--- config.mk ---
export PLATFORM = sky130hd
export DESIGN_NAME = mre_exec
export DESIGN_NICKNAME = d
export VERILOG_FILES = /design/src/logic/mre_pkg.sv /design/src/logic/mre_decode.sv /design/src/logic/mre_exec.sv
export VERILOG_INCLUDE_DIRS = /design/src /design/src/logic
export SDC_FILE = /design/constraint.sdc
export NUM_CORES = 1
export LEC_CHECK = 0
export ABC_AREA = 0
export BUFFER_PORTS_ARGS = -buffer_cell sky130_fd_sc_hd__buf_2
export CORE_MARGIN = 4
export CORE_UTILIZATION = 42
export CTS_CLUSTER_SIZE = 14
export DETAILED_ROUTE_END_ITERATION = 10
export PLACE_DENSITY_LB_ADDON = 0.12
export SETUP_SLACK_MARGIN = 0.02
export SLEW_MARGIN = 30
export SYNTH_ARGS = -nofsm -noshare
export SYNTH_HDL_FRONTEND = slang
export SYNTH_SLANG_ARGS = --single-unit
--- constraint.sdc ---
create_clock -name clock -period 3.8 [get_ports clock]
set_input_delay 0.38 -clock clock [delete_from_list [all_inputs] [get_ports clock]]
set_output_delay 0.38 -clock clock [all_outputs]
set_load 0.1 [all_outputs]
--- src/logic/mre_consts.svh ---
`ifndef MRE_CONSTS_SVH
`define MRE_CONSTS_SVH

// Widths of the instruction word, file address, data and program counter.
`define MRE_INSTR_W 14
`define MRE_FADDR_W 7
`define MRE_DATA_W 8
`define MRE_PC_W 13

// Field positions inside the instruction word.
`define MRE_DEST_BIT 7
`define MRE_FADDR_LSB 0
`define MRE_LIT_LSB 0

// Bit position of the global interrupt enable in the interrupt control register.
`define MRE_INT_ENABLE_BIT 7

// Opcode match patterns and masks.
`define MRE_MOVE_FILE_MASK 14'h3F00
`define MRE_MOVE_FILE_PAT 14'h0800
`define MRE_MOVE_WF_MASK 14'h3F80
`define MRE_MOVE_WF_PAT 14'h0080
`define MRE_MOVE_LIT_MASK 14'h3C00
`define MRE_MOVE_LIT_PAT 14'h3000
`define MRE_NO_OP_MASK 14'h3F9F
`define MRE_NO_OP_PAT 14'h0000
`define MRE_RETI_MASK 14'h3FFF
`define MRE_RETI_PAT 14'h0009

// Instruction cycle counts.
`define MRE_RETI_CYCLES 2
`define MRE_SINGLE_CYCLES 1

// Reset values.
`define MRE_WORK_RST 8'h00
`define MRE_PC_RST 13'h0000

`endif

--- src/logic/mre_pkg.sv ---
`default_nettype none
package mre_pkg;

    // Decoded operation classes.
    typedef enum logic [5:0] {
        OP_NONE = 6'h01,
        OP_MOVE_FILE = 6'h02,
        OP_MOVE_WF = 6'h04,
        OP_MOVE_LIT = 6'h08,
        OP_NO_OPERATION = 6'h10,
        OP_RETI = 6'h20
    } mre_op_e;

    // Executor states, one-hot.
    typedef enum logic [1:0] {
        ST_EXEC = 2'h1,
        ST_RETI2 = 2'h2
    } mre_state_e;

endpackage : mre_pkg
`default_nettype wire

--- src/logic/mre_decode.sv ---
`timescale 1ns/1ps
`default_nettype none
`include "mre_consts.svh"

module mre_decode (
    input wire logic [`MRE_INSTR_W-1:0] instrWord, // Instruction word to decode.
    output mre_pkg::mre_op_e op, // Decoded operation class.
    output logic destFile, // Destination bit, 1 selects the file register.
    output logic [`MRE_FADDR_W-1:0] fileAddr, // File register address field.
    output logic [`MRE_DATA_W-1:0] literal // Immediate literal field.
);

    // Fields are pulled out unconditionally; only the op class says which are meaningful.
    assign destFile = instrWord[`MRE_DEST_BIT];
    assign fileAddr = instrWord[`MRE_FADDR_LSB +: `MRE_FADDR_W];
    assign literal = instrWord[`MRE_LIT_LSB +: `MRE_DATA_W];

    // Pattern match against each supported opcode; anything else is reported as none.
    always_comb begin
        op = mre_pkg::OP_NONE;
        if ((instrWord & `MRE_RETI_MASK) == `MRE_RETI_PAT) begin
            op = mre_pkg::OP_RETI;
        end else if ((instrWord & `MRE_MOVE_FILE_MASK) == `MRE_MOVE_FILE_PAT) begin
            op = mre_pkg::OP_MOVE_FILE;
        end else if ((instrWord & `MRE_MOVE_WF_MASK) == `MRE_MOVE_WF_PAT) begin
            op = mre_pkg::OP_MOVE_WF;
        end else if ((instrWord & `MRE_MOVE_LIT_MASK) == `MRE_MOVE_LIT_PAT) begin
            op = mre_pkg::OP_MOVE_LIT;
        end else if ((instrWord & `MRE_NO_OP_MASK) == `MRE_NO_OP_PAT) begin
            op = mre_pkg::OP_NO_OPERATION;
        end
    end

endmodule : mre_decode
`default_nettype wire

--- src/logic/mre_exec.sv ---
`timescale 1ns/1ps
`default_nettype none
`include "mre_consts.svh"

module mre_exec (
    input wire logic clock, // Core clock, 10 MHz.
    input wire logic rst, // Synchronous reset, active high.
    input wire logic instrValid, // Instruction word on instrWord is valid.
    input wire logic [`MRE_INSTR_W-1:0] instrWord, // Instruction word from fetch.
    output logic instrReady, // Executor can take an instruction this cycle.
    output logic [`MRE_FADDR_W-1:0] fileRdAddr, // File register read address.
    input wire logic [`MRE_DATA_W-1:0] fileRdData, // File register read data, same cycle.
    output logic fileWrEn, // File register write strobe.
    output logic [`MRE_FADDR_W-1:0] fileWrAddr, // File register write address.
    output logic [`MRE_DATA_W-1:0] fileWrData, // File register write data.
    output logic [`MRE_DATA_W-1:0] workingReg, // Working register contents.
    output logic zeroWrEn, // Zero flag update strobe.
    output logic zeroValue, // New zero flag value.
    input wire logic [`MRE_PC_W-1:0] stackTop, // Top of the hardware stack.
    output logic stackPop, // Stack pop strobe.
    output logic pcLoad, // Program counter load strobe.
    output logic [`MRE_PC_W-1:0] pcLoadValue, // Value to load into the program counter.
    output logic pcAdvance, // Program counter increment strobe.
    output logic intEnableSet, // Set global interrupt enable strobe.
    output logic instrDone, // Instruction completed this cycle.
    output logic illegalOp // Unsupported word was taken and treated as a no-op.
);

    ////////////////////////////////////////////////////////////////////////////
    // Decode.
    ////////////////////////////////////////////////////////////////////////////

    mre_pkg::mre_op_e op;
    logic destFile;
    logic [`MRE_FADDR_W-1:0] decAddr;
    logic [`MRE_DATA_W-1:0] decLiteral;
    logic take;

    // Splits the instruction word into operation class and operand fields.
    mre_decode mre_decode_i (
        .instrWord(instrWord),
        .op(op),
        .destFile(destFile),
        .fileAddr(decAddr),
        .literal(decLiteral)
    );

    // The file space is read combinationally from the address in the current word.
    assign fileRdAddr = decAddr;

    ////////////////////////////////////////////////////////////////////////////
    // Sequencer.
    ////////////////////////////////////////////////////////////////////////////

    mre_pkg::mre_state_e state_reg;
    mre_pkg::mre_state_e state_next;

    // The second cycle of a return holds off the next word.
    assign instrReady = (state_reg == mre_pkg::ST_EXEC);
    assign take = instrValid && instrReady;

    // A return spends one extra cycle in the second state.
    always_comb begin
        state_next = state_reg;
        case (state_reg)
            mre_pkg::ST_EXEC: begin
                if (take && (op == mre_pkg::OP_RETI)) begin
                    state_next = mre_pkg::ST_RETI2;
                end
            end
            mre_pkg::ST_RETI2: begin
                state_next = mre_pkg::ST_EXEC;
            end
            default: begin
                state_next = mre_pkg::ST_EXEC;
            end
        endcase
    end

    // Registers the sequencer state.
    always_ff @(posedge clock) begin
        if (rst) begin
            state_reg <= mre_pkg::ST_EXEC;
        end else begin
            state_reg <= state_next;
        end
    end

    ////////////////////////////////////////////////////////////////////////////
    // Datapath and strobes.
    ////////////////////////////////////////////////////////////////////////////

    logic [`MRE_DATA_W-1:0] work_reg, work_next;
    logic fileWrEn_reg, fileWrEn_next;
    logic [`MRE_FADDR_W-1:0] fileWrAddr_reg, fileWrAddr_next;
    logic [`MRE_DATA_W-1:0] fileWrData_reg, fileWrData_next;
    logic zeroWrEn_reg, zeroWrEn_next;
    logic zeroValue_reg, zeroValue_next;
    logic stackPop_reg, stackPop_next;
    logic pcLoad_reg, pcLoad_next;
    logic [`MRE_PC_W-1:0] pcLoadValue_reg, pcLoadValue_next;
    logic pcAdvance_reg, pcAdvance_next;
    logic intEnableSet_reg, intEnableSet_next;
    logic instrDone_reg, instrDone_next;
    logic illegalOp_reg, illegalOp_next;

    // Works out the effect of the word being taken; strobes default to idle each cycle.
    always_comb begin
        work_next = work_reg;
        fileWrEn_next = 1'b0;
        fileWrAddr_next = fileWrAddr_reg;
        fileWrData_next = fileWrData_reg;
        zeroWrEn_next = 1'b0;
        zeroValue_next = zeroValue_reg;
        stackPop_next = 1'b0;
        pcLoad_next = 1'b0;
        pcLoadValue_next = pcLoadValue_reg;
        pcAdvance_next = 1'b0;
        intEnableSet_next = 1'b0;
        instrDone_next = 1'b0;
        illegalOp_next = 1'b0;
        if (state_reg == mre_pkg::ST_RETI2) begin
            instrDone_next = 1'b1;
        end
        if (take) begin
            case (op)
                mre_pkg::OP_MOVE_FILE: begin
                    if (destFile) begin
                        fileWrEn_next = 1'b1;
                        fileWrAddr_next = decAddr;
                        fileWrData_next = fileRdData;
                    end else begin
                        work_next = fileRdData;
                    end
                    zeroWrEn_next = 1'b1;
                    zeroValue_next = (fileRdData == `MRE_DATA_W'h00);
                    pcAdvance_next = 1'b1;
                    instrDone_next = 1'b1;
                end
                mre_pkg::OP_MOVE_WF: begin
                    fileWrEn_next = 1'b1;
                    fileWrAddr_next = decAddr;
                    fileWrData_next = work_reg;
                    pcAdvance_next = 1'b1;
                    instrDone_next = 1'b1;
                end
                mre_pkg::OP_MOVE_LIT: begin
                    work_next = decLiteral;
                    pcAdvance_next = 1'b1;
                    instrDone_next = 1'b1;
                end
                mre_pkg::OP_RETI: begin
                    stackPop_next = 1'b1;
                    pcLoad_next = 1'b1;
                    pcLoadValue_next = stackTop;
                    intEnableSet_next = 1'b1;
                end
                mre_pkg::OP_NO_OPERATION: begin
                    pcAdvance_next = 1'b1;
                    instrDone_next = 1'b1;
                end
                default: begin
                    // Unknown words behave as a no-op but are flagged.
                    pcAdvance_next = 1'b1;
                    instrDone_next = 1'b1;
                    illegalOp_next = 1'b1;
                end
            endcase
        end
    end

    // Registers the datapath and strobes.
    always_ff @(posedge clock) begin
        if (rst) begin
            work_reg <= `MRE_WORK_RST;
            fileWrEn_reg <= 1'b0;
            fileWrAddr_reg <= `MRE_FADDR_W'h00;
            fileWrData_reg <= `MRE_DATA_W'h00;
            zeroWrEn_reg <= 1'b0;
            zeroValue_reg <= 1'b0;
            stackPop_reg <= 1'b0;
            pcLoad_reg <= 1'b0;
            pcLoadValue_reg <= `MRE_PC_RST;
            pcAdvance_reg <= 1'b0;
            intEnableSet_reg <= 1'b0;
            instrDone_reg <= 1'b0;
            illegalOp_reg <= 1'b0;
        end else begin
            work_reg <= work_next;
            fileWrEn_reg <= fileWrEn_next;
            fileWrAddr_reg <= fileWrAddr_next;
            fileWrData_reg <= fileWrData_next;
            zeroWrEn_reg <= zeroWrEn_next;
            zeroValue_reg <= zeroValue_next;
            stackPop_reg <= stackPop_next;
            pcLoad_reg <= pcLoad_next;
            pcLoadValue_reg <= pcLoadValue_next;
            pcAdvance_reg <= pcAdvance_next;
            intEnableSet_reg <= intEnableSet_next;
            instrDone_reg <= instrDone_next;
            illegalOp_reg <= illegalOp_next;
        end
    end

    // Drives the outputs from the registers.
    assign workingReg = work_reg;
    assign fileWrEn = fileWrEn_reg;
    assign fileWrAddr = fileWrAddr_reg;
    assign fileWrData = fileWrData_reg;
    assign zeroWrEn = zeroWrEn_reg;
    assign zeroValue = zeroValue_reg;
    assign stackPop = stackPop_reg;
    assign pcLoad = pcLoad_reg;
    assign pcLoadValue = pcLoadValue_reg;
    assign pcAdvance = pcAdvance_reg;
    assign intEnableSet = intEnableSet_reg;
    assign instrDone = instrDone_reg;
    assign illegalOp = illegalOp_reg;

endmodule : mre_exec
`default_nettype wire

==> results by group, run 1 <==
Route
  • Drt via density: 5.42
  • First drt pass iteration count: 4
  • DRC Markers: 0
  • Number of nets with antenna violations after routing: 0
  • Iteration-0 DRC count of the detailed router: 145
  • Mean routed wirelength per cell: 15.2 um
  • Total via count in the routed design: 1831
  • Detailed Route WL: 5150 um

Setup path
  • Kind of launch point of the worst setup path: register
  • Maximum net fanout on the critical path: 19
  • Cell class contributing the biggest share of worst-path delay: simple AND/OR/NAND/NOR gates
  • Required time of the worst setup path: 3.94 ns
  • CP max stage delay: 0.66 ns
  • Category of the worst setup path capture point: register
  • Reg2Reg Launch Point: state_reg[1]
  • Critical Path, Cell by Cell: and3b_1 > nand3_1 > o21ai_0 > a21oi_1
  • Data arrival at the endpoint of the critical path: 2.35 ns
  • Cells on worst reg2reg path: 4
  • Worst setup slack for register-to-register paths: 1.59 ns
  • Worst setup path start: state_reg[1]
  • Cell with the largest stage delay on the worst path: nand3_1
  • CP bufs+invs: 0
  • Type of the worst setup path: reg -> reg
  • Endpoint of the lowest-slack register-to-register path: pcLoadValue[0]

Synthesis
  • Post-synthesis net count: 252
  • Post-Syn Area per Cell: 9.26 um^2
  • Top-area cell type share of the netlist area: 0.455
  • Synthesized-area fraction occupied by xor and xnor cells: 0
  • Adder-cell share of the synthesized area: 0
  • Ranking of synthesized cells by area: dfxtp_1 45%, mux2i_1 12%, a21oi_1 5.8%
  • Post-synth EDFFs: 0
  • Count of warnings emitted by yosys: 0
  • Sequential area share after synthesis: 0.455
  • Primary flip-flop cell chosen by synthesis mapping: dfxtp_1
  • Share of cell area taken by muxes after synthesis: 0.116
  • Number of synthesized register bits: 45
  • Library cell with the largest summed area after synthesis: dfxtp_1
  • Most frequently used cell type in the post-synthesis netlist: dfxtp_1
  • Area share of and/or/nand/nor cells after synthesis: 0.172
  • Largest family of logic cells by synthesized area: simple AND/OR/NAND/NOR gates
  • Most common library cells after synthesis: 45 x dfxtp_1, 23 x a21oi_1, 23 x mux2i_1, 18 x nor2_1, 15 x nand3_1
  • Netlist cell types: 34
  • Post-synthesis compound-gate area fraction: 0.171
  • Gate count after technology mapping: 214
  • Post-synth ARST share: 0
  • Summed instance area of the synthesized netlist: 0.00198 mm^2

STA
  • Final setup violation count: 0
  • Slew of the pin with the lowest slew margin: 0.813 ns
  • Max-slew headroom: 0.458
  • Worst clock skew: 0.00428 ns
  • Final Hold Violating Endpoints: 0
  • Part of the cycle the worst path needs: 0.582
  • Setup repair after global routing missed its margin: false
  • Final Max Tran Viols: 0
  • Crit path time final: 2.21 ns
  • Fmax: 0.452 GHz
  • Setup TNS: 0 ns

Pwr
  • Maximum vdd ir drop: 157 uV
  • Power per cell area: 368 mW/mm^2
  • Standby leakage power: 1.10 nW
  • Clock network fraction of design power: 0.312
  • Power share of the combinational group: 0.156
  • Cell-internal power: 0.000639 W
  • Psw: 0.000259 W
  • Tot Pwr: 0.000898 W
  • Flop pwr share: 0.533
  • Switching part of the total: 0.288

Place
  • Routability cong.: 0.862
  • Cell Area, Placed: 0.00236 mm^2
  • PortBufs: 90
  • Final HPWL DP: 3710 um

Min path
  • Class of the tightest hold or removal check: in -> reg
  • Critical hold path startpoint: stackTop[4]
  • Count of cells along the worst hold path: 3
  • Hold worst-path end: pcLoadValue[4]

Global route
  • Global routing met2 resource utilization: 0.252
  • Maximum number of pins on one net before global-route repair: 45
  • Initial antenna violation count: 0
  • Met3 Usage GRT: 0.0363
  • Via count of the first global-routing pass: 1732
  • Met1 layer usage reported by global route: 0.251
  • Global-route wire length before repair: 8490 um
  • Busiest metal layer after global routing: met2
  • GR Overflow Total: 0
  • Total global routing track utilization: 0.174

Clocking
  • CTS buffer count: 5
  • CTS max path bufs: 2
  • Clock latency on the worst-skew pair: 0.29 ns
  • Total setup buffers inserted after CTS: 0
  • Quantity of hold-fixing buffers added after cts: 0
  • Clk sinks: 45
  • CTS resizes: 0
  • H-tree lvl count: 2
  • TritonCTS clock tree: yes
  • CTS clock-pin slew for the worst setup and hold paths: 0.08 ns
  • Clock Root Buffer: clkbuf_8

Layout
  • Final standard cell area without fillers: 0.00244 mm^2
  • Total Nets Final: 323
  • Number of diodes: 0
  • Fraction of layout cells with a size suffix above 1: 0.367
  • Synth-to-layout area growth: 23.2%
  • Max FFs per register: 13

Floorplan
  • Core Region: 0.00447 mm^2
  • Number of cell rows: 24
  • Starting Density: 0.443
  • Die width: 76.7 um
  • Area of the die: 0.00588 mm^2
  • Height of the die: 76.7 um
  • I/O pin count: 91

Run
  • Max-cap viol count: 0

Status
  • Outcome: completed
==> logic make-up (layout without fill, tap and decap cells) <==
kind of cell | count (synthesis) | after routing
AND/OR/NAND/NOR | 60 | 60
multiplexers | 23 | 23
buffers and inverters | 31 | 103
flip-flops | 45 | 45
AO/OA/AOI/OAI | 55 | 55
==> layout make-up <==
class,count,area [um^2]
fillers,431,2030
multi-input cells,138,918
flip-flops and latches,45,901
repair buffers,92,465
clock buffers,8,80.1
well taps,52,65.1
inverters,3,11.3
==> routing by layer <==
layer / wire length (um) / up-vias
met2: 2260 / 72
met3: 350 / 10
met4: 74 / 0
met1: 2470 / 832
li1: - / 917
met5: 0 / -
==> stage by stage <==
step / hold slack (ns) / instances / setup slack (ns) / util
after global placement: 0.454 / 330 / 1.52 / 0.527
after detailed placement: 0.459 / 330 / 1.47 / 0.527
after CTS: 0.329 / 338 / 1.58 / 0.545
after floorplan: 0.513 / 214 / 1.50 / -
final: 0.335 / 338 / 1.59 / 0.546
after global routing: 0.324 / 338 / 1.31 / 0.546
==> power by group through the flow <==
stage	Sequential, W	Clock (W)	Combinational [W]
after global routing	0.000479	0.000307	0.000149
after detailed placement	0.000489	0	0.000140
final	0.000478	0.000280	0.000140
after floorplan	0.000525	0	0.0000672
after global placement	0.000490	0	0.000139
after CTS	0.000478	0.000290	0.000141
==> layout by cell type (no fill, tap or decap) <==
master     synthesis  final
a2111oi_0          1      1
a211oi_1           8      8
a21oi_1           23     23
a311oi_1           8      8
a41o_1             1      1
and3_1             3      2
and3_2             0      1
and3b_1            1      1
buf_2              4     90
buf_4              9      2
clkbuf_1          12      3
clkbuf_8           0      5
dfxtp_1           45     45
inv_1              2      2
inv_2              1      1
mux2i_1           23     23
nand2_1            3      3
nand3_1           15     15
nand4_1            1      1
nand4b_1           1      1
nor2_1            18     18
nor2b_1            1      1
nor3_1             5      5
nor3_4             1      1
nor3b_1            1      1
nor4_1             2      2
nor4_2             1      1
nor4b_1            3      3
nor4bb_2           0      1
o21ai_0            6      6
o21ai_1            7      7
o311a_1            1      1
or2_2              1      1
or4_4              2      2
==> worst min-delay path, stage by stage <==
cell     delay [ns]
buf_2          0.09
nand3_1        0.05
a21oi_1        0.06
==> worst max path at each step <==
stage,end,slack (ns),cells past startpoint
floorplan,illegalOp,1.50,4
global placement,pcLoadValue[12],1.52,5
detailed placement,pcLoadValue[0],1.47,5
CTS,pcLoadValue[1],1.58,4
global route,pcLoadValue[2],1.31,4
finish,pcLoadValue[0],1.59,4
Note: power is estimated with default switching activity, not from simulation.
==> run 2: changes to the inputs <==
==> constraint.sdc (replaced) <==
create_clock -name clock -period 2.1 [get_ports clock]
set_input_delay 0.21 -clock clock [delete_from_list [all_inputs] [get_ports clock]]
set_output_delay 0.21 -clock clock [all_outputs]
set_load 0.1 [all_outputs]
==> results by group, run 2 (synthesized netlist as in run 1, its figures left out) <==
STA
  • Worst clock skew: 0.00475 ns (+0.000473 ns)
  • Setup TNS: 0 ns (unchanged)
  • Final Max Tran Viols: 0 (unchanged)
  • Post-route worst setup slack: 0.437 ns (-1.15 ns)
  • Part of the cycle the worst path needs: 0.792
  • Slew of the pin with the lowest slew margin: 0.507 ns (-0.305 ns)
  • Crit path time final: 1.66 ns
  • Setup repair after global routing missed its margin: false
  • Final setup violation count: 0 (unchanged)
  • Max-slew headroom: 0.659 (+0.201)
  • Fmax: 0.601 GHz
  • Final Hold Violating Endpoints: 0 (unchanged)

Pwr
  • Standby leakage power: 1.15 nW (+5.1%)
  • Maximum vdd ir drop: 347 uV (+120%)
  • Power per cell area: 697 mW/mm^2 (+90%)

Place
  • Final HPWL DP: 3820 um (+3.0%)
  • Routability cong.: 0.803 (-6.9%)
  • PortBufs: 90 (unchanged)
  • Dpl ws: 0.134 ns (-1.34 ns)

Floorplan
  • Starting Density: 0.443 (unchanged)
  • I/O pin count: 91 (unchanged)
  • Core Region: 0.00447 mm^2 (unchanged)
  • Area of the die: 0.00588 mm^2 (unchanged)
  • Height of the die: 76.7 um (unchanged)
  • Die width: 76.7 um (unchanged)
  • Number of cell rows: 24 (unchanged)

Setup path
  • Cell occurring most often along the worst timing path: or4_4
  • Maximum net fanout on the critical path: 16 (-3)
  • Data arrival at the endpoint of the critical path: 1.84 ns (-0.51 ns)
  • Cell class contributing the biggest share of worst-path delay: simple AND/OR/NAND/NOR gates
  • CP bufs+invs: 1 (+1)
  • Critical Path, Cell by Cell: buf_2 > or4_4 > or4_4 > o21ai_0 > a21oi_1
  • Category of the worst setup path capture point: register
  • Cell with the largest stage delay on the worst path: or4_4
  • Type of the worst setup path: in -> reg
  • Worst setup slack for register-to-register paths: 0.47 ns (-1.12 ns)
  • CP max stage delay: 0.66 ns (about the same)
  • Endpoint of the lowest-slack register-to-register path: fileWrAddr[5]
  • Cells on worst reg2reg path: 5 (+1)
  • Kind of launch point of the worst setup path: input port
  • Reg2Reg Launch Point: state_reg[1]
  • Levels on crit path: 5 (+1)
  • Required time of the worst setup path: 2.28 ns (-1.66 ns)

Route
  • First drt pass iteration count: 4 (unchanged)
  • Number of nets with antenna violations after routing: 0 (unchanged)
  • Total via count in the routed design: 1844 (+0.71%)
  • Mean routed wirelength per cell: 15.2 um (-0.35%)
  • Detailed Route WL: 5240 um (+1.7%)
  • Drt via density: 5.34 (-1.3%)
  • DRC Markers: 0 (unchanged)
  • Iteration-0 DRC count of the detailed router: 106 (-27%)

Layout
  • Max FFs per register: 13 (unchanged)
  • Fraction of layout cells with a size suffix above 1: 0.392 (+0.0254)
  • Core utilization of the finished layout: 0.565 (+0.0190)
  • Synth-to-layout area growth: 27.5%
  • Total Nets Final: 331 (+2.5%)
  • Number of diodes: 0 (unchanged)
  • Commonest non-fill, non-tap cell in the layout: buf_2
  • Highest-count cells in the layout ignoring fill and taps: 90 x buf_2, 45 x dfxtp_1, 23 x mux2i_1, 23 x a21oi_1, 18 x nor2_1
  • Number of fill cells: 420 (-2.6%)

Global route
  • Total global routing track utilization: 0.179 (+0.00472)
  • Via count of the first global-routing pass: 1705 (-1.6%)
  • Initial antenna violation count: 0 (unchanged)
  • GR Overflow Total: 0 (unchanged)
  • Global-route wire length before repair: 8520 um (+0.40%)
  • Maximum number of pins on one net before global-route repair: 24 (-47%)

Run
  • Max-cap viol count: 0 (unchanged)

Clocking
  • CTS max path bufs: 2 (unchanged)
  • Clk sinks: 45 (unchanged)
  • CTS buffer count: 5 (unchanged)
  • Quantity of hold-fixing buffers added after cts: 0 (unchanged)
  • Clock Root Buffer: clkbuf_8
  • Clock latency on the worst-skew pair: 0.29 ns (about the same)
  • H-tree lvl count: 2 (unchanged)
  • TritonCTS clock tree: yes
  • Total setup buffers inserted after CTS: 0 (unchanged)
  • CTS resizes: 0 (unchanged)
  • CTS clock-pin slew for the worst setup and hold paths: 0.08 ns (about the same)

Min path
  • Class of the tightest hold or removal check: in -> reg
  • Critical hold path startpoint: stackTop[4]
  • Count of cells along the worst hold path: 3 (unchanged)
  • Hold worst-path end: pcLoadValue[4]

Status
  • Outcome: completed
## run 2: cell type report
cell class              instances  area (um^2)  area share
multi-input cells             138          920       0.364
clock buffers                   5         68.8      0.0272
clock inverters                 2         35.0      0.0139
flip-flops and latches         45          901       0.357
repair buffers                100          526       0.208
well taps                      52         65.1      0.0258
inverters                       3         11.3     0.00446
## run 2: per-layer routing
layer  up-vias  wire [um]  global-route usage
met5         -          0                   0
met4         0         55              0.0525
met3         6        387              0.0574
met2        70       2230               0.258
met1       838       2560               0.254
li1        930          -                   -
## run 2: worst max path at each step
stage | from | end | slack [ns]
final | instrWord[1] | pcLoadValue[3] | 0.44
after global routing | state_reg[1] | fileWrData[1] | 0.31
after CTS | state_reg[1] | fileWrAddr[5] | 0.43
after detailed placement | instrWord[1] | pcLoadValue[4] | 0.13
after global placement | instrWord[1] | pcLoadValue[12] | 0.16
after floorplan | instrWord[1] | pcLoadValue[5] | 0.26
## run 2: per-stage QoR
step | cells | cell area, um^2 | hold slack (ns) | total power, W
after floorplan | 214 | 1980 | 0.352 | 0.00107
after detailed placement | 338 | 2420 | 0.457 | 0.00115
final | 345 | 2530 | 0.164 | 0.00176
after global placement | 338 | 2420 | 0.453 | 0.00115
after global routing | 345 | 2530 | 0.152 | 0.00183
after CTS | 345 | 2530 | 0.154 | 0.00177
## run 2: worst min-delay path, stage by stage
cell	delay (ns)
buf_2	0.10
nand3_1	0.05
a21oi_1	0.05
## run 2: power breakdown
| group | leakage [nW] | switching, W | internal [W] |
|---|---|---|---|
| Sequential | 0.364 | 0.00000436 | 0.000861 |
| Combinational | 0.737 | 0.000196 | 0.0000651 |
| Clock | 0.0540 | 0.000289 | 0.000346 |
